**src/logic/spf_pkg.sv**
```systemverilog
// Constants, opcodes and state types of the paged flash front end
package spf_pkg;

  // System clock rate, used to turn times into cycle counts
  localparam int CLK_MHZ = 125;

  // Typical internal cycle times in microseconds
  localparam int T_PAGE_REWRITE_US = 11000;
  localparam int T_PAGE_PROGRAM_US = 1200;
  localparam int T_PAGE_ERASE_US   = 10000;
  localparam int T_SECTOR_ERASE_US = 10000;

  // Derived cycle counts for the wait after each internal cycle
  localparam int PAGE_REWRITE_CYCLES = T_PAGE_REWRITE_US * CLK_MHZ;
  localparam int PAGE_PROGRAM_CYCLES = T_PAGE_PROGRAM_US * CLK_MHZ;
  localparam int PAGE_ERASE_CYCLES   = T_PAGE_ERASE_US * CLK_MHZ;
  localparam int SECTOR_ERASE_CYCLES = T_SECTOR_ERASE_US * CLK_MHZ;

  // Instruction codes
  localparam logic [7:0] MODIFY_ENABLE_CMD  = 8'h06;
  localparam logic [7:0] MODIFY_DISABLE_CMD = 8'h04;
  localparam logic [7:0] STATUS_READ_CMD    = 8'h05;
  localparam logic [7:0] PAGE_REWRITE_CMD   = 8'h0a;
  localparam logic [7:0] PAGE_PROGRAM_CMD   = 8'h02;
  localparam logic [7:0] PAGE_ERASE_CMD     = 8'hdb;
  localparam logic [7:0] SECTOR_ERASE_CMD   = 8'hd8;

  // Array geometry
  localparam int          MEM_BYTES   = 131072;
  localparam int          PAGE_BYTES  = 256;
  localparam logic [15:0] PAGE_LAST   = 16'h00ff;
  localparam logic [15:0] SECTOR_LAST = 16'hffff;
  localparam logic [7:0]  ERASED_BYTE = 8'hff;

  // Address field positions
  localparam int PAGE_MSB = 16;
  localparam int PAGE_LSB = 8;

  // Status byte layout
  localparam int STATUS_CIP_BIT = 0;
  localparam int STATUS_MEL_BIT = 1;

  // Frame byte counts
  localparam logic [2:0] BYTES_OPCODE  = 3'h1;
  localparam logic [2:0] BYTES_ADDRESS = 3'h4;
  localparam logic [2:0] BYTES_DATA    = 3'h5;
  localparam logic [2:0] LAST_ADDRESS  = 3'h3;

  // FIFO shape
  localparam int FIFO_WIDTH = 8;
  localparam int FIFO_DEPTH = 4;

  // Pin reset levels: clock low, select high, reset and protect high
  localparam logic [4:0] PIN_RESET = 5'h0b;

  // Internal cycle sequencer states
  typedef enum logic [5:0] {
    S_IDLE  = 6'b000001,
    S_DRAIN = 6'b000010,
    S_MERGE = 6'b000100,
    S_ERASE = 6'b001000,
    S_PROG  = 6'b010000,
    S_WAIT  = 6'b100000
  } spf_seq_type;

  // Kind of internal cycle
  typedef enum logic [1:0] {
    OP_REWRITE = 2'h0,
    OP_PROGRAM = 2'h1,
    OP_PERASE  = 2'h2,
    OP_SERASE  = 2'h3
  } spf_op_type;

endpackage : spf_pkg

```
**src/logic/spf_sync.sv**
```systemverilog
// Two flip-flop synchroniser for pin inputs
`timescale 1ns/1ns
`default_nettype none
module spf_sync #(
  parameter int               WIDTH = 1,
  parameter logic [WIDTH-1:0] INIT  = '0
) (
  input  wire logic             clk_sys,
  input  wire logic             rst_n,
  input  wire logic [WIDTH-1:0] async_in,
  output logic      [WIDTH-1:0] sync_out
);

  typedef struct packed {
    logic [WIDTH-1:0] meta;
    logic [WIDTH-1:0] stable;
  } spf_sync_state_type;

  spf_sync_state_type r;
  spf_sync_state_type next_r;

  // Meta stage feeds only the stable stage
  always_comb begin
    next_r        = r;
    next_r.meta   = async_in;
    next_r.stable = r.meta;
  end

  always_ff @(posedge clk_sys) begin
    if (!rst_n) begin
      r <= {INIT, INIT};
    end else begin
      r <= next_r;
    end
  end

  assign sync_out = r.stable;

endmodule : spf_sync
`default_nettype wire

```
**src/logic/spf_fifo.sv**
```systemverilog
// Small valid/ready FIFO between serial capture and page buffer
`timescale 1ns/1ns
`default_nettype none
module spf_fifo #(
  parameter int WIDTH = 8,
  parameter int DEPTH = 4
) (
  input  wire logic             clk_sys,
  input  wire logic             rst_n,
  input  wire logic             in_valid,
  output logic                  in_ready,
  input  wire logic [WIDTH-1:0] in_data,
  output logic                  out_valid,
  input  wire logic             out_ready,
  output logic      [WIDTH-1:0] out_data
);

  localparam int AW = $clog2(DEPTH);

  typedef struct packed {
    logic [DEPTH-1:0][WIDTH-1:0] slot;
    logic [AW-1:0]               wr;
    logic [AW-1:0]               rd;
    logic [AW:0]                 count;
  } spf_fifo_state_type;

  spf_fifo_state_type r;
  spf_fifo_state_type next_r;
  logic               push;
  logic               pop;

  // Pointers wrap naturally, so depth must be a power of two
  always_comb begin
    next_r = r;
    push   = in_valid && in_ready;
    pop    = out_valid && out_ready;
    if (push) begin
      next_r.slot[r.wr] = in_data;
      next_r.wr         = r.wr + 1'b1;
    end
    if (pop) begin
      next_r.rd = r.rd + 1'b1;
    end
    next_r.count = r.count + {{AW{1'b0}}, push} - {{AW{1'b0}}, pop};
  end

  always_ff @(posedge clk_sys) begin
    if (!rst_n) begin
      r <= '0;
    end else begin
      r <= next_r;
    end
  end

  assign in_ready  = (r.count != (AW+1)'(DEPTH));
  assign out_valid = (r.count != '0);
  assign out_data  = r.slot[r.rd];

endmodule : spf_fifo
`default_nettype wire

```
**src/logic/spf_front_end.sv**
```systemverilog
// Serial front end and page modify engine of a paged serial flash
`timescale 1ns/1ns
`default_nettype none
module spf_front_end #(
  parameter int unsigned REWRITE_WAIT = spf_pkg::PAGE_REWRITE_CYCLES,
  parameter int unsigned PROGRAM_WAIT = spf_pkg::PAGE_PROGRAM_CYCLES,
  parameter int unsigned PERASE_WAIT  = spf_pkg::PAGE_ERASE_CYCLES,
  parameter int unsigned SERASE_WAIT  = spf_pkg::SECTOR_ERASE_CYCLES
) (
  input  wire logic clk_sys,
  input  wire logic rst_n,
  input  wire logic spi_clk,
  input  wire logic spi_cs_n,
  input  wire logic spi_mosi,
  output logic      spi_miso_out,
  output logic      spi_miso_oe_n,
  input  wire logic reset_pin_n,
  input  wire logic write_protect_n,
  output logic      cycle_in_progress_flag,
  output logic      modify_enable_latch,
  output logic      standby_mode,
  output logic      reset_mode
);

  typedef struct packed {
    logic                sclk_prev;
    logic                cs_prev;
    logic                cs_armed;
    logic [7:0]          rx;
    logic [2:0]          bitpos;
    logic [2:0]          bytecnt;
    logic [7:0]          opcode;
    logic [23:0]         addr;
    logic [7:0]          txbyte;
    logic [2:0]          txcnt;
    logic                miso;
    logic                oe_n;
    logic                mel;
    logic                cip;
    logic                standby;
    logic                rstmode;
    logic                buf_ok;
    logic [7:0]          ptr;
    logic [255:0]        mask;
    spf_pkg::spf_seq_type seq;
    spf_pkg::spf_op_type op;
    logic [8:0]          page;
    logic [15:0]         idx;
    logic [31:0]         waitcnt;
  } spf_state_type;

  spf_state_type r;
  spf_state_type next_r;

  // Array and page buffer
  logic [7:0] mem [0:spf_pkg::MEM_BYTES-1];
  logic [7:0] page_buf [0:spf_pkg::PAGE_BYTES-1];

  logic [4:0]  pins_s;
  logic        sclk_s;
  logic        cs_s;
  logic        mosi_s;
  logic        rpin_s;
  logic        wp_s;
  logic        sclk_rise;
  logic        sclk_fall;
  logic        cs_rise;
  logic        busy;
  logic [7:0]  byte_in;
  logic [7:0]  status;
  logic        push_valid;
  logic        push_ready;
  logic        drain_valid;
  logic        drain_ready;
  logic [7:0]  drain_data;
  logic        launch;
  logic        mem_we;
  logic [16:0] mem_addr;
  logic [7:0]  mem_rdata;
  logic [7:0]  mem_wdata;
  logic        buf_we;
  logic [7:0]  buf_addr;
  logic [7:0]  buf_wdata;
  logic [7:0]  buf_rdata;

  // Page protection check
  function automatic logic spf_locked(input logic wp, input logic [8:0] pg);
    return !wp && !pg[8];
  endfunction : spf_locked

  // Byte address of the idx-th byte of the current target
  function automatic logic [16:0] spf_target(input logic whole,
                                             input logic [8:0] pg,
                                             input logic [15:0] i);
    return whole ? {pg[8], i} : {pg, i[7:0]};
  endfunction : spf_target

  // Every pin passes two flops before any logic looks at it
  spf_sync #(
    .WIDTH (5),
    .INIT  (spf_pkg::PIN_RESET)
  ) u_sync (
    .clk_sys  (clk_sys),
    .rst_n    (rst_n),
    .async_in ({spi_clk, spi_cs_n, spi_mosi, reset_pin_n, write_protect_n}),
    .sync_out (pins_s)
  );

  assign {sclk_s, cs_s, mosi_s, rpin_s, wp_s} = pins_s;

  // Data bytes queue up before the page buffer
  spf_fifo #(
    .WIDTH (spf_pkg::FIFO_WIDTH),
    .DEPTH (spf_pkg::FIFO_DEPTH)
  ) u_fifo (
    .clk_sys   (clk_sys),
    .rst_n     (rst_n),
    .in_valid  (push_valid),
    .in_ready  (push_ready),
    .in_data   (byte_in),
    .out_valid (drain_valid),
    .out_ready (drain_ready),
    .out_data  (drain_data)
  );

  // Edge detect on the settled pins; idle level of the clock is irrelevant
  assign sclk_rise = sclk_s && !r.sclk_prev;
  assign sclk_fall = !sclk_s && r.sclk_prev;
  assign cs_rise   = cs_s && !r.cs_prev;
  assign busy      = (r.seq != spf_pkg::S_IDLE);
  assign byte_in   = {r.rx[6:0], mosi_s};
  assign mem_rdata = mem[mem_addr];
  assign buf_rdata = page_buf[r.idx[7:0]];
  // Buffer belongs to the sequencer once merging starts
  assign drain_ready = (r.seq == spf_pkg::S_IDLE) ||
                       (r.seq == spf_pkg::S_DRAIN);

  // Status byte, upper bits read as zero
  always_comb begin
    status = 8'h00;
    status[spf_pkg::STATUS_MEL_BIT] = r.mel;
    status[spf_pkg::STATUS_CIP_BIT] = r.cip;
  end

  // Serial framing, instruction decode and the internal cycle sequencer
  always_comb begin
    next_r     = r;
    push_valid = 1'b0;
    launch     = 1'b0;
    mem_we     = 1'b0;
    mem_wdata  = spf_pkg::ERASED_BYTE;
    buf_we     = 1'b0;
    buf_addr   = r.ptr;
    buf_wdata  = drain_data;
    mem_addr   = spf_target(r.op == spf_pkg::OP_SERASE, r.page, r.idx);
    next_r.sclk_prev = sclk_s;
    next_r.cs_prev   = cs_s;

    // Select falling edge opens a frame and arms the decoder
    if (!cs_s && r.cs_prev && !r.rstmode) begin
      next_r.cs_armed = 1'b1;
      next_r.bitpos   = 3'h0;
      next_r.bytecnt  = 3'h0;
      next_r.txcnt    = 3'h0;
      next_r.opcode   = 8'h00;
    end

    // Shift in one bit per rising edge, MSB first
    if (sclk_rise && !cs_s && r.cs_armed && !r.rstmode) begin
      next_r.rx     = byte_in;
      next_r.bitpos = r.bitpos + 3'h1;
      if (r.bitpos == 3'h7) begin
        if (r.bytecnt == 3'h0) begin
          next_r.opcode = byte_in;
          next_r.buf_ok = 1'b0;
        end else if (r.bytecnt < spf_pkg::BYTES_ADDRESS) begin
          next_r.addr = {r.addr[15:0], byte_in};
        end
        // Third address byte sets the buffer start
        if (r.bytecnt == spf_pkg::LAST_ADDRESS && !busy &&
            (r.opcode == spf_pkg::PAGE_REWRITE_CMD ||
             r.opcode == spf_pkg::PAGE_PROGRAM_CMD)) begin
          next_r.ptr    = byte_in;
          next_r.mask   = '0;
          next_r.buf_ok = 1'b1;
        end
        // Data bytes go to the buffer; a full FIFO drops the byte
        if (r.bytecnt >= spf_pkg::BYTES_ADDRESS && r.buf_ok && !busy) begin
          push_valid = push_ready;
        end
        if (r.bytecnt != spf_pkg::BYTES_DATA) begin
          next_r.bytecnt = r.bytecnt + 3'h1;
        end
      end
    end

    // Status is launched one bit per falling edge and repeats
    if (sclk_fall && !cs_s && r.cs_armed &&
        r.opcode == spf_pkg::STATUS_READ_CMD && r.bytecnt != 3'h0) begin
      next_r.txcnt = r.txcnt + 3'h1;
      if (r.txcnt == 3'h0) begin
        next_r.miso   = status[7];
        next_r.txbyte = {status[6:0], 1'b0};
      end else begin
        next_r.miso   = r.txbyte[7];
        next_r.txbyte = {r.txbyte[6:0], 1'b0};
      end
    end

    // Select rising edge: execute only on a byte boundary
    if (cs_rise && r.cs_armed && !r.rstmode && r.bitpos == 3'h0 &&
        !busy) begin
      next_r.page = r.addr[spf_pkg::PAGE_MSB:spf_pkg::PAGE_LSB];
      unique case (r.opcode)
        spf_pkg::MODIFY_ENABLE_CMD: begin
          if (r.bytecnt == spf_pkg::BYTES_OPCODE) next_r.mel = 1'b1;
        end
        spf_pkg::MODIFY_DISABLE_CMD: begin
          if (r.bytecnt == spf_pkg::BYTES_OPCODE) next_r.mel = 1'b0;
        end
        spf_pkg::PAGE_REWRITE_CMD, spf_pkg::PAGE_PROGRAM_CMD: begin
          launch = r.mel && r.buf_ok &&
                   r.bytecnt == spf_pkg::BYTES_DATA &&
                   !spf_locked(wp_s, next_r.page);
          next_r.op = (r.opcode == spf_pkg::PAGE_REWRITE_CMD) ?
                      spf_pkg::OP_REWRITE : spf_pkg::OP_PROGRAM;
        end
        spf_pkg::PAGE_ERASE_CMD, spf_pkg::SECTOR_ERASE_CMD: begin
          launch = r.mel && r.bytecnt == spf_pkg::BYTES_ADDRESS &&
                   !spf_locked(wp_s, next_r.page);
          next_r.op = (r.opcode == spf_pkg::PAGE_ERASE_CMD) ?
                      spf_pkg::OP_PERASE : spf_pkg::OP_SERASE;
        end
        default: begin
        end
      endcase
      if (launch) begin
        next_r.seq = spf_pkg::S_DRAIN;
      end
    end

    // Buffer fill from the FIFO, wrapping inside the page
    if (drain_valid && drain_ready) begin
      buf_we                = 1'b1;
      next_r.mask[r.ptr]    = 1'b1;
      next_r.ptr            = r.ptr + 8'h01;
    end

    // Sequencer is deaf to the reset pin so cycles always finish
    unique case (r.seq)
      spf_pkg::S_IDLE: begin
      end
      spf_pkg::S_DRAIN: begin
        if (!drain_valid) begin
          next_r.idx = 16'h0000;
          unique case (r.op)
            spf_pkg::OP_REWRITE: next_r.seq = spf_pkg::S_MERGE;
            spf_pkg::OP_PROGRAM: next_r.seq = spf_pkg::S_PROG;
            default:             next_r.seq = spf_pkg::S_ERASE;
          endcase
        end
      end
      spf_pkg::S_MERGE: begin
        // Bytes the master did not send come from the old page
        buf_addr  = r.idx[7:0];
        buf_wdata = mem_rdata;
        buf_we    = !r.mask[r.idx[7:0]];
        next_r.idx = r.idx + 16'h0001;
        if (r.idx == spf_pkg::PAGE_LAST) begin
          next_r.idx = 16'h0000;
          next_r.seq = spf_pkg::S_ERASE;
        end
      end
      spf_pkg::S_ERASE: begin
        mem_we     = 1'b1;
        mem_wdata  = spf_pkg::ERASED_BYTE;
        next_r.idx = r.idx + 16'h0001;
        if (r.idx == ((r.op == spf_pkg::OP_SERASE) ?
                      spf_pkg::SECTOR_LAST : spf_pkg::PAGE_LAST)) begin
          next_r.idx = 16'h0000;
          if (r.op == spf_pkg::OP_REWRITE) begin
            next_r.seq = spf_pkg::S_PROG;
          end else begin
            next_r.seq     = spf_pkg::S_WAIT;
            next_r.waitcnt = (r.op == spf_pkg::OP_SERASE) ?
                             SERASE_WAIT : PERASE_WAIT;
          end
        end
      end
      spf_pkg::S_PROG: begin
        // Programming can only pull bits low
        mem_we     = 1'b1;
        mem_wdata  = mem_rdata & ((r.op == spf_pkg::OP_REWRITE ||
                     r.mask[r.idx[7:0]]) ? buf_rdata :
                     spf_pkg::ERASED_BYTE);
        next_r.idx = r.idx + 16'h0001;
        if (r.idx == spf_pkg::PAGE_LAST) begin
          next_r.idx     = 16'h0000;
          next_r.seq     = spf_pkg::S_WAIT;
          next_r.waitcnt = (r.op == spf_pkg::OP_REWRITE) ?
                           REWRITE_WAIT : PROGRAM_WAIT;
        end
      end
      spf_pkg::S_WAIT: begin
        if (r.waitcnt == 32'h0000_0000) begin
          next_r.seq = spf_pkg::S_IDLE;
          next_r.mel = 1'b0;
        end else begin
          next_r.waitcnt = r.waitcnt - 32'h0000_0001;
        end
      end
      default: begin
        next_r.seq = spf_pkg::S_IDLE;
      end
    endcase

    // Reset pin: latch clears at once, reset mode waits for idle
    if (!rpin_s) begin
      next_r.mel = 1'b0;
    end
    next_r.rstmode = !rpin_s && !busy;
    if (next_r.rstmode) begin
      next_r.cs_armed = 1'b0;
      next_r.bitpos   = 3'h0;
      next_r.bytecnt  = 3'h0;
    end

    // Output drive only while selected and returning status
    next_r.oe_n = !(!cs_s && !next_r.rstmode && r.cs_armed &&
                    next_r.opcode == spf_pkg::STATUS_READ_CMD &&
                    next_r.bytecnt != 3'h0);
    next_r.cip     = (next_r.seq != spf_pkg::S_IDLE);
    next_r.standby = cs_s && (next_r.seq != spf_pkg::S_IDLE) == 1'b0;
  end

  always_ff @(posedge clk_sys) begin
    if (!rst_n) begin
      r         <= '0;
      r.sclk_prev <= 1'b0;
      r.cs_prev <= 1'b1;
      r.oe_n    <= 1'b1;
      r.standby <= 1'b1;
      r.seq     <= spf_pkg::S_IDLE;
      r.op      <= spf_pkg::OP_REWRITE;
    end else begin
      r <= next_r;
    end
  end

  // Storage has no reset: contents are data, not control
  always_ff @(posedge clk_sys) begin
    if (mem_we) begin
      mem[mem_addr] <= mem_wdata;
    end
    if (buf_we) begin
      page_buf[buf_addr] <= buf_wdata;
    end
  end

  assign spi_miso_out           = r.miso;
  assign spi_miso_oe_n          = r.oe_n;
  assign cycle_in_progress_flag = r.cip;
  assign modify_enable_latch    = r.mel;
  assign standby_mode           = r.standby;
  assign reset_mode             = r.rstmode;

  // Checks on the serial side and the sequencer
  AST_DESELECT_RELEASE: assert property (@(posedge clk_sys)
    disable iff (!rst_n) cs_s |=> r.oe_n)
    else $error("serial output driven while deselected");

  AST_LAUNCH_ON_FALL: assert property (@(posedge clk_sys)
    disable iff (!rst_n) !$stable(r.miso) |-> $past(sclk_fall))
    else $error("serial output changed without a falling edge");

  AST_CAPTURE_RISE: assert property (@(posedge clk_sys)
    disable iff (!rst_n)
    sclk_rise && !cs_s && r.cs_armed && !r.rstmode |=>
    r.rx[0] == $past(mosi_s))
    else $error("input bit not captured on rising edge");

  AST_ARMED_FIRST: assert property (@(posedge clk_sys)
    disable iff (!rst_n) launch |-> r.cs_armed)
    else $error("instruction taken before select fell");

  AST_PROTECT: assert property (@(posedge clk_sys)
    disable iff (!rst_n)
    launch |-> !(!wp_s && !r.addr[spf_pkg::PAGE_MSB]))
    else $error("protected page accepted for modify");

  AST_BUSY_FLAG: assert property (@(posedge clk_sys)
    disable iff (!rst_n)
    $rose(busy) |=> r.cip [*3])
    else $error("busy flag not set during cycle");

  AST_RESET_CLEARS_LATCH: assert property (@(posedge clk_sys)
    disable iff (!rst_n) !rpin_s |=> !r.mel)
    else $error("enable latch survived reset pin");

  AST_RESET_MODE: assert property (@(posedge clk_sys)
    disable iff (!rst_n)
    !rpin_s && !busy |=> r.rstmode ##1 r.oe_n)
    else $error("reset mode not entered while idle");

  AST_CYCLE_CONTINUES: assert property (@(posedge clk_sys)
    disable iff (!rst_n)
    r.seq == spf_pkg::S_WAIT && r.waitcnt != 32'h0000_0000 |=>
    r.seq == spf_pkg::S_WAIT)
    else $error("internal cycle cut short");

  AST_WRAP: assert property (@(posedge clk_sys)
    disable iff (!rst_n)
    buf_we && r.seq != spf_pkg::S_MERGE && r.ptr == 8'hff |=>
    r.ptr == 8'h00)
    else $error("buffer pointer did not wrap in page");

  AST_PROGRAM_AND: assert property (@(posedge clk_sys)
    disable iff (!rst_n)
    r.seq == spf_pkg::S_PROG |-> (mem_wdata & ~mem_rdata) == 8'h00)
    else $error("program raised a bit");

endmodule : spf_front_end
`default_nettype wire

```
**config.mk**
```make
export PLATFORM = sky130hd
export DESIGN_NAME = spf_front_end
export DESIGN_NICKNAME = d
export VERILOG_FILES = /design/src/logic/spf_pkg.sv /design/src/logic/spf_sync.sv /design/src/logic/spf_fifo.sv /design/src/logic/spf_front_end.sv
export SDC_FILE = /design/constraint.sdc
export NUM_CORES = 1
export LEC_CHECK = 0
export BUFFER_PORTS_ARGS = -buffer_cell sky130_fd_sc_hd__clkbuf_2
export CORE_AREA = 2 2 131 133
export DETAILED_ROUTE_END_ITERATION = 7
export DIE_AREA = 0 0 133 135
export SLEW_MARGIN = 20
export SYNTH_ARGS = -nofsm -noshare
export SYNTH_HDL_FRONTEND = slang
export SYNTH_SLANG_ARGS = --single-unit
```
**constraint.sdc**
```tcl
create_clock -name clk_sys -period 3.9 [get_ports clk_sys]
set_input_delay 0.39 -clock clk_sys [delete_from_list [all_inputs] [get_ports clk_sys]]
set_output_delay 0.39 -clock clk_sys [all_outputs]
set_load 0.02 [all_outputs]
```
==> impl_metrics.toml, run 1 <==
[status]
status = "completed"

[synth]
synth_warnings = 0
synthArstFlopShare_pct = 0
synthFlopType = "dfxtp_1"
synth_edf_count = 0
synth.yosys.seq_area_share_pct = 39.8
synthCells = 693
syn_area_per_cell_um2 = 8.20
synth-seq-cells = 113
synth_nets = 715
synthDistinctLibCells = 66
syn-cell-area_mm2 = 0.00568

[timing]
rsz0062_at_grt = "no"
skew_ns = 0.00772
timing.fmax_mhz = 347
worst_pin_slew_ns = 0.755
fin_crit_sh_pct = 73.9
setup_tns_ns = 0
slew_violations = 0
relSlewSlack_pct = 48.9
setup_viol = 0
period_minus_slack_ns = 2.88
fin_ws_ns = 1.02
hold_viol = 0

[setup_path]
critical_path_arrival_ns = 3.18
worst-path-buf-inv = 1
endpoint_kind = "register"
slowest_delay_ns = 0.58
cp_top_family = "simple AND/OR/NAND/NOR gates"
critPathKind = "reg -> reg"
worst_path_max_delay_cell = "nor4_4"
cp.required_ns = 4.20
cp_max_fo = 46
critical_path.cell_chain = "or3_4 > or3_1 > nor4_4 > a211o_1 > buf_4 > a21oi_1 > o221a_1"
cp-start-kind = "register"

[placement]
place_congestion = 0.842
dp_hpwl_um = 8770
dp_slack_ns = 1.06
place_inst = 897
port_buffers = 12

[clock_network]
clk_pin_slew_worst_paths_ns = 0.06
clock_sinks = 113
postCtsResizedCells = 0
clk_path_buf_depth = 2
htreeDepth = 4
cts_root_buf = "clkbuf_16"
cts_hold_buf = 0
clk_latency_ns = 0.42
cts_tree = "done"
cts_buffers = 17
cts_setup_buffers = 0

[power_and_ir_drop]
pwr-share-comb_pct = 5.7
max-vdd-ir-drop_uv = 288
power.density_mw_per_mm2 = 427
power_leakage_nw = 2.33
power.internal_mw = 2.08
p_switching_mw = 0.689
seq_power_share_pct = 43.2
p_clk_share_pct = 51.1
swShare_pct = 24.9

[global_routing]
antenna_found_initial = 0
grt_pass1_vias = 4427
grt_max_degree = 47
grt_usage_pct = 15.2
grt_overflow_total = 0
grt_pass1_wl_um = 21900

[hold_path]
worstHoldPathType = "in -> reg"

[cells_and_area]
stdcell_count = 929
drive_gt1_share_pct = 10.3
finalNetCount = 718
area_growth_pct = 14.0
antenna_cells = 0
n_fill_cell = 1661

[floorplan]
dieArea_mm2 = 0.0180
start_util_pct = 34.6
die_width_um = 133
rows = 47
core_mm2 = 0.0164
num_io_pins = 13
chipHeight_um = 135

[drt]
routed_via_density = 5.35
drc = 0
drt_pass1_iterations = 5
avgRoutedWirePerCell_um = 14.1
vias = 4972
wirelength_um = 13100
antenna_left = 0
drt_iter0_markers = 391

[job]
cap_violations = 0
## synthesized netlist by cell type (all sizes together) (7+ instances only)
library cell / instances / area, um^2
nand4: 16 / 100
nand3: 39 / 195
nor2: 84 / 315
a21oi: 60 / 300
and2: 12 / 75.1
ha: 14 / 175
or3: 15 / 98.8
buf: 9 / 58.8
dfxtp: 113 / 2260
nand2: 64 / 240
clkbuf: 27 / 101
o22ai: 7 / 43.8
nand2b: 19 / 119
xor2: 14 / 123
xnor2: 7 / 61.3
o221a: 12 / 135
o21ai: 31 / 155
nor3: 22 / 110
mux2i: 15 / 150
nor4: 12 / 118
inv: 17 / 63.8
## cells by family (layout without fill, tap and decap cells)
kind of cell	after synthesis	in the layout	synth area share (%)
xor gates and xnor gates	21	21	3.24
buffers and inverters	53	69	3.94
AOI/OAI and AO/OA	156	156	17.7
adders and majority gates	15	15	3.44
and+or+nand+nor	320	320	29.2
DFF	113	113	39.8
muxes	15	15	2.64
## path summary, 6_finish.rpt
check,slack (ns),cells past startpoint,to,startpoint
hold reg to reg,0.41,1,u_sync.sync_out[1]$_SDFF_PN1_,u_sync.next_r[1]$_SDFF_PN1_
hold / removal,0.15,2,u_sync.next_r[1]$_SDFF_PN1_,reset_pin_n
setup reg to reg,1.02,7,r[16]$_SDFFE_PN0P_,r[11]$_SDFFE_PN0P_
setup / recovery,1.02,7,r[16]$_SDFFE_PN0P_,r[11]$_SDFFE_PN0P_
## metal layers
layer,up-vias,wire length [um],GRT usage [%]
met2,116,5820,22.8
met5,-,0,0
met3,24,583,4.09
met4,0,268,6.99
met1,2317,6450,20.3
li1,2515,-,-
## worst reg2reg max path: stages, from the launching register on
cell and delay, ns:
dfxtp_1 0.35, or3_4 0.41, or3_1 0.51, nor4_4 0.58, a211o_1 0.17, buf_4 0.41
a21oi_1 0.09, o221a_1 0.26
## state kept, by name, summed over array words and instances, names as in the netlist
signal,count
spi_miso_oe_n,1
cycle_in_progress_flag,1
r,87
u_sync.next_r,5
u_fifo.r,3
modify_enable_latch,1
spi_miso_out,1
reset_mode,1
standby_mode,1
u_sync.sync_out,5
byte_in,7
## metrics by stage
stage | power, mW | hold WS [ns] | utilization (%) | cell area, um^2
2_1_floorplan | 1.34 | 0.386 | - | 5680
3_3_place_gp | 1.38 | 0.391 | 36.1 | 5920
4_1_cts | 2.80 | 0.128 | 39.4 | 6470
3_5_place_dp | 1.38 | 0.402 | 36.1 | 5920
5_1_grt | 2.88 | 0.143 | 39.5 | 6480
6_report | 2.77 | 0.147 | 39.5 | 6480
## cell type report
class / count / area, um^2 / share of cell area, %
Timing Repair Buffer: 20 / 120 / 1.85
Inverter: 17 / 63.8 / 0.985
Clock inverter: 14 / 109 / 1.68
Clock buffer: 18 / 439 / 6.78
Tap cell: 220 / 275 / 4.25
Multi-Input combinational cell: 527 / 3210 / 49.5
Sequential cell: 113 / 2260 / 34.9
## cells in the final DEF (no fill, tap or decap), drive strengths merged, types with 3 or more instances in the layout
cell type | netlist | layout
o31ai | 3 | 3
or2 | 5 | 5
o211ai | 4 | 4
o21a | 5 | 5
dfxtp | 113 | 113
nor2b | 4 | 4
nor4 | 12 | 12
nand2b | 19 | 19
a31o | 4 | 4
xor2 | 14 | 14
o21ai | 31 | 31
and4 | 3 | 3
o221a | 12 | 12
nand3b | 5 | 5
a211oi | 5 | 5
clkbuf | 27 | 30
nand4b | 3 | 3
nand4 | 16 | 16
xnor2 | 7 | 7
nor2 | 84 | 84
or3 | 15 | 15
inv | 17 | 20
or4 | 6 | 6
nor4b | 3 | 3
mux2i | 15 | 15
o2bb2ai | 3 | 3
a21oi | 60 | 60
clkinvlp | 0 | 5
nand3 | 39 | 39
a31oi | 4 | 4
nor3 | 22 | 22
clkinv | 0 | 6
buf | 9 | 8
ha | 14 | 14
and2 | 12 | 12
and3 | 3 | 3
nand2 | 64 | 64
o22ai | 7 | 7
## power groups by stage
stage / sequential [mW] / combinational [mW] / clock [mW]
after floorplan: 1.22 / 0.119 / 0
after global placement: 1.22 / 0.159 / 0
after detailed placement: 1.22 / 0.159 / 0
after CTS: 1.20 / 0.159 / 1.45
after global routing: 1.20 / 0.177 / 1.50
final: 1.20 / 0.156 / 1.42
(Power assumes the default switching activity.)
==> run 2, diff against run 1 <==
--- a/config.mk
+++ b/config.mk
@@ -5,10 +5,11 @@
 export SDC_FILE = /design/constraint.sdc
 export NUM_CORES = 1
 export LEC_CHECK = 0
+export ABC_AREA = 1
 export BUFFER_PORTS_ARGS = -buffer_cell sky130_fd_sc_hd__clkbuf_2
-export CORE_AREA = 2 2 131 133
+export CORE_AREA = 2 2 138 140
 export DETAILED_ROUTE_END_ITERATION = 7
-export DIE_AREA = 0 0 133 135
+export DIE_AREA = 0 0 140 142
 export SLEW_MARGIN = 20
 export SYNTH_ARGS = -nofsm -noshare
 export SYNTH_HDL_FRONTEND = slang
==> constraint.sdc (replaced) <==
create_clock -name clk_sys -period 2.4 [get_ports clk_sys]
set_input_delay 0.24 -clock clk_sys [delete_from_list [all_inputs] [get_ports clk_sys]]
set_output_delay 0.24 -clock clk_sys [all_outputs]
set_load 0.02 [all_outputs]
==> impl_metrics.toml, run 2 <==
[global_routing]
grt_util_met2_pct = 27.5
gr-max-usage-layer = "met2"
antenna_found_initial = 0
grt_max_degree = 43
grt_overflow_total = 0
grt_pass1_wl_um = 27000
grt_usage_pct = 16.7
grt_util_met3_pct = 3.73
use_met1_pct = 21.9
grt_pass1_vias = 5651

[floorplan]
chipHeight_um = 142
num_io_pins = 13
die_width_um = 140
core_mm2 = 0.0185
rows = 50
start_util_pct = 34.5
dieArea_mm2 = 0.0199

[setup_path]
cp-start-kind = "register"
r2r_setup_slack_ns = 0.18
startpoint = "r[62]$_SDFF_PN0_"
r2r_cells = 12
critical_path_arrival_ns = 2.56
cp.required_ns = 2.75
r2r-end = "u_fifo.r[2]$_SDFF_PN0_"
endpoint_kind = "register"
cp_max_fo = 5
regToRegStartpoint = "r[62]$_SDFF_PN0_"
critPathKind = "reg -> reg"

[timing]
timing.fmax_mhz = 451
worst_pin_slew_ns = 0.624
fin_ws_ns = 0.183
skew_ns = 0.00909
slew_violations = 0
fin_hold_ws_ns = 0.251
period_minus_slack_ns = 2.22
setup_tns_ns = 0
fin_crit_sh_pct = 92.4
setup_viol = 0
hold_viol = 0
relSlewSlack_pct = 58.3

[synth]
synth-seq-cells = 113
syn_area_per_cell_um2 = 6.54
yosysTopAreaCellShare_pct = 35.6
synthCells = 972
synth_top_cell_by_area = "dfxtp_1"
yosysMostFrequentCell = "nand2_1"
synth_warnings = 0
synthDistinctLibCells = 42
synth.yosys.seq_area_share_pct = 35.6
synthArstFlopShare_pct = 0
ys_top_cells_by_area = "dfxtp_1, nand2_1, nor2_1"
syn-cell-area_mm2 = 0.00636
synth_edf_count = 0
synthFlopType = "dfxtp_1"
netlist_top_cells_count = "nand2_1, nor2_1, dfxtp_1"
synth_nets = 994

[power_and_ir_drop]
p_switching_mw = 1.15
finalPower_mw = 4.73
swShare_pct = 24.2
power.internal_mw = 3.59
pwr-share-comb_pct = 5.9
power_leakage_nw = 3.46
seq_power_share_pct = 41.1
power.density_mw_per_mm2 = 642
max-vdd-ir-drop_uv = 507
p_clk_share_pct = 53.0

[cells_and_area]
final_cell_mix = "nand2_1, nor2_1, dfxtp_1"
antenna_cells = 0
design_area_mm2 = 0.00738
area_growth_pct = 16.0
final_common_cell = "nand2_1"
largest_register_ffs = 87
largest_register = "r"
finalNetCount = 1023
drive_gt1_share_pct = 10.8
stdcell_count = 1248
fin_util_pct = 40.0
n_fill_cell = 1894

[clock_network]
cts_root_buf = "clkbuf_16"
clk_path_buf_depth = 2
clk_latency_ns = 0.42
cts_tree = "done"
htreeDepth = 4
cts_buffers = 17
clk_pin_slew_worst_paths_ns = 0.06
clock_sinks = 113

[drt]
vias = 6036
drt_pass1_iterations = 5
routed_via_density = 4.84
drt_iter0_markers = 387
avgRoutedWirePerCell_um = 12.7
antenna_left = 0
wirelength_um = 15800
drc = 0

[job]
cap_violations = 0

[placement]
place_inst = 1209
place_congestion = 0.860
placed_area_mm2 = 0.00671
dp_slack_ns = 0.116
port_buffers = 12
dp_hpwl_um = 11200

[hold_path]
worstHoldPathType = "in -> reg"
hold_depth = 2
hold_end = "r[394]$_SDFF_PN1_"
hp-start = "rst_n"

[status]
status = "completed"
## run 2: changes by cell type in the layout (fill, tap and decap cells not counted), sizes merged, moves of 10 or more
| cell | before | now |
|---|---|---|
| mux2i | 15 | 0 |
| nand3 | 39 | 94 |
| nor2 | 84 | 198 |
| o21ai | 31 | 61 |
| nand2b | 19 | 0 |
| nand2 | 64 | 208 |
| or3 | 15 | 0 |
| and2 | 12 | 0 |
| buf | 8 | 22 |
| inv | 20 | 117 |
| nor4 | 12 | 2 |
| o221a | 12 | 0 |
## run 2: worst max-delay path: stages (launching register included)
cell and delay, ns:
dfxtp_1 0.36, nor2_4 0.13, buf_4 0.13, nand3_1 0.15
a21oi_2 0.16, ha_1 0.23, inv_1 0.06, ha_1 0.13
inv_1 0.05, fa_1 0.37, xor2_1 0.19, o21ai_1 0.08
a21oi_1 0.12
## run 2: power groups by stage
stage / clock [mW] / sequential [mW] / combinational (mW)
after global placement: 0 / 1.99 / 0.269
after CTS: 2.54 / 1.95 / 0.272
after floorplan: 0 / 1.98 / 0.183
after detailed placement: 0 / 1.99 / 0.264
final: 2.51 / 1.95 / 0.279
after global routing: 2.63 / 1.95 / 0.321
## run 2: cells by family after synthesis
family / after synthesis / synth area share, %
fa+ha+maj: 15 / 3.07
compound gates: 138 / 12.3
simple gates: 543 / 37.2
xor+xnor: 18 / 2.48
flops: 113 / 35.6
buf+inv: 145 / 9.39
## run 2: cell type report
type	instances	area (um^2)	share of cell area, %
Tap cell	234	293	3.97
Sequential cell	113	2260	30.7
Clock inverter	12	134	1.82
Inverter	116	437	5.92
Timing Repair Buffer	39	288	3.90
Multi-Input combinational cell	714	3520	47.7
Clock buffer	20	447	6.06
## run 2: how the worst max path moves through the flow
stage                        endpoint  slack (ns)  cells past startpoint
6_report       u_fifo.r[2]$_SDFF_PN0_        0.18                     12
5_1_grt        u_fifo.r[2]$_SDFF_PN0_      -0.008                     11
4_1_cts        u_fifo.r[2]$_SDFF_PN0_         0.1                     11
3_5_place_dp   u_fifo.r[2]$_SDFF_PN0_        0.12                     11
3_3_place_gp   u_fifo.r[2]$_SDFF_PN0_        0.16                     11
2_1_floorplan  u_fifo.r[2]$_SDFF_PN0_        0.27                     11
## run 2: repair_timing
action	in CTS	in global routing
endpoints found under the hold margin	5	0
hold buffers	5	0
setup buffers	0	2
setup endpoints to repair	0	1
resized for setup	0	6
## run 2: routing by layer
layer,share of wire [%],routed length (um)
met1,49,7780
met3,3.8,602
met4,1.2,182
met2,46,7230
met5,0,0
==> run 3, diff against run 2 <==
--- a/config.mk
+++ b/config.mk
@@ -7,9 +7,10 @@
 export LEC_CHECK = 0
 export ABC_AREA = 1
 export BUFFER_PORTS_ARGS = -buffer_cell sky130_fd_sc_hd__clkbuf_2
-export CORE_AREA = 2 2 138 140
+export CORE_AREA = 2 2 109 111
 export DETAILED_ROUTE_END_ITERATION = 7
-export DIE_AREA = 0 0 140 142
+export DIE_AREA = 0 0 111 113
+export PLACE_DENSITY = 0.75
 export SLEW_MARGIN = 20
 export SYNTH_ARGS = -nofsm -noshare
 export SYNTH_HDL_FRONTEND = slang
==> impl_metrics.toml, run 3 (synthesis results as in run 2) <==
[cells_and_area]
finalNetCount = 1018
area_growth_pct = 13.5
fin_util_pct = 64.0
design_area_mm2 = 0.00722
n_fill_cell = 1007
largest_register_ffs = 87
final_cell_mix = "nand2_1, nor2_1, dfxtp_1"
drive_gt1_share_pct = 10.8
final_common_cell = "nand2_1"
antenna_cells = 0
largest_register = "r"

[drt]
avgRoutedWirePerCell_um = 13.3
drt_pass1_iterations = 5
vias = 6073
top_layer = "met4"
met2WireLength_um = 6850
m1WireLength_um = 7280
drc = 0
routed_via_density = 5.29
drt_iter0_markers = 378
antenna_left = 0
wirelength_um = 15300
dr_wl_met3_um = 777

[global_routing]
grt_usage_pct = 25.5
grt_pass1_wl_um = 26300
antenna_found_initial = 0
grt_max_degree = 46
grt_overflow_total = 0
grt_pass1_vias = 5752

[setup_path]
endpoint_kind = "register"
r2r_cells = 11
r2r_setup_slack_ns = 0.17
critical_path.cell_chain = "nor2_4 > nand4_1 > a21oi_1 > ha_1 > inv_1 > ha_1 > inv_1 > fa_2 > xor2_1 > o21ai_0 > a21oi_1"
cp-start-kind = "register"
slowest_delay_ns = 0.35
critPathKind = "reg -> reg"
cp.required_ns = 2.70
worst_path_max_delay_cell = "dfxtp_2"
regToRegStartpoint = "r[62]$_SDFF_PN0_"
critical_path_arrival_ns = 2.52
r2r-end = "u_fifo.r[2]$_SDFF_PN0_"
cp_max_fo = 5

[timing]
timing.fmax_mhz = 449
setup_viol = 0
hold_viol = 0
period_minus_slack_ns = 2.23
rsz0062_at_grt = "no"
skew_ns = 0.00910
worst_pin_slew_ns = 0.571
slew_violations = 0
fin_ws_ns = 0.174
setup_tns_ns = 0
relSlewSlack_pct = 61.8
fin_hold_ws_ns = 0.00818
fin_crit_sh_pct = 92.8

[floorplan]
start_util_pct = 56.4
chipHeight_um = 113
rows = 39
num_io_pins = 13
dieArea_mm2 = 0.0125
die_width_um = 111
core_mm2 = 0.0113

[clock_network]
clock_sinks = 113
htreeDepth = 4
clk_latency_ns = 0.42
cts_root_buf = "clkbuf_16"
clk_pin_slew_worst_paths_ns = 0.05
cts_buffers = 17
cts_tree = "done"
clk_path_buf_depth = 2

[hold_path]
hold_end = "u_sync.next_r[0]$_SDFF_PN1_"
hold_depth = 2
hp-start = "write_protect_n"
worstHoldPathType = "in -> reg"

[job]
cap_violations = 0

[placement]
place_congestion = 0.918
dp_hpwl_um = 10400
port_buffers = 12
dp_slack_ns = 0.0620
placed_area_mm2 = 0.00658

[power_and_ir_drop]
power.density_mw_per_mm2 = 653
max-vdd-ir-drop_uv = 574
power_leakage_nw = 3.44

[status]
status = "completed"
==> run 3: cell types whose count changed in the layout (fill, tap and decap cells not counted), moves of 2 or more <==
| cell | change |
|---|---|
| dlygate4sd3_1 | -3 |
| inv_6 | -2 |
| clkbuf_8 | +5 |
| clkinv_4 | -3 |
| clkbuf_1 | -2 |
==> run 3: per-stage QoR <==
| step | power, mW | cells |
|---|---|---|
| floorplan | 2.17 | 972 |
| global placement | 2.24 | 1117 |
| detailed placement | 2.25 | 1117 |
| CTS | 4.73 | 1147 |
| global route | 4.87 | 1148 |
| finish | 4.71 | 1148 |
==> run 3: area by class of cell <==
cell class / count / area (um^2) / share of cell area [%]
tap: 143 / 179 / 2.48
inverter: 116 / 437 / 6.05
clock inverter: 5 / 77.6 / 1.07
sequential: 113 / 2260 / 31.4
multi-input combinational: 714 / 3520 / 48.8
clock buffer: 23 / 508 / 7.04
timing repair buffer: 34 / 230 / 3.19
==> run 3: worst max-delay path: cells and delay by family (launching register included) <==
| kind | cells | cell delay, ns |
|---|---|---|
| AOI/OAI and AO/OA | 3 | 0.39 |
| and+or+nand+nor | 2 | 0.36 |
| DFF | 1 | 0.35 |
| adders and majority gates | 3 | 0.72 |
| buffers and inverters | 2 | 0.12 |
| xor gates and xnor gates | 1 | 0.15 |
==> run 3: worst max-delay path by stage <==
| stage | depth (start not counted) | endpoint | start | slack [ns] |
|---|---|---|---|---|
| after floorplan | 11 | u_fifo.r[2]$_SDFF_PN0_ | r[63]$_SDFF_PN0_ | 0.27 |
| after global placement | 11 | u_fifo.r[2]$_SDFF_PN0_ | r[63]$_SDFF_PN0_ | 0.19 |
| after detailed placement | 11 | u_fifo.r[2]$_SDFF_PN0_ | r[63]$_SDFF_PN0_ | 0.06 |
| after CTS | 11 | u_fifo.r[2]$_SDFF_PN0_ | r[63]$_SDFF_PN0_ | 0.05 |
| after global routing | 11 | u_fifo.r[2]$_SDFF_PN0_ | r[62]$_SDFF_PN0_ | 0.03 |
| final | 11 | u_fifo.r[2]$_SDFF_PN0_ | r[62]$_SDFF_PN0_ | 0.17 |
==> run 3: repair_timing <==
action | 4_1_cts | 5_1_grt
endpoints found under the hold margin | 2 | 0
endpoints found under the setup margin | 0 | 2
hold buffers | 2 | 0
gates resized for setup | 0 | 8
setup buffers | 0 | 1
==> run 3: per-layer routing <==
metal	vias up	GRT usage [%]
met4	0	11.1
met5	-	0
met1	2720	33.5
li1	3167	-
met2	154	41.0
met3	32	5.14
==> run 3: power breakdown <==
part | total [mW] | internal [mW] | switching (mW)
clock | 2.49 | 1.66 | 0.830
sequential | 1.95 | 1.92 | 0.0318
combinational | 0.273 | 0.110 | 0.162
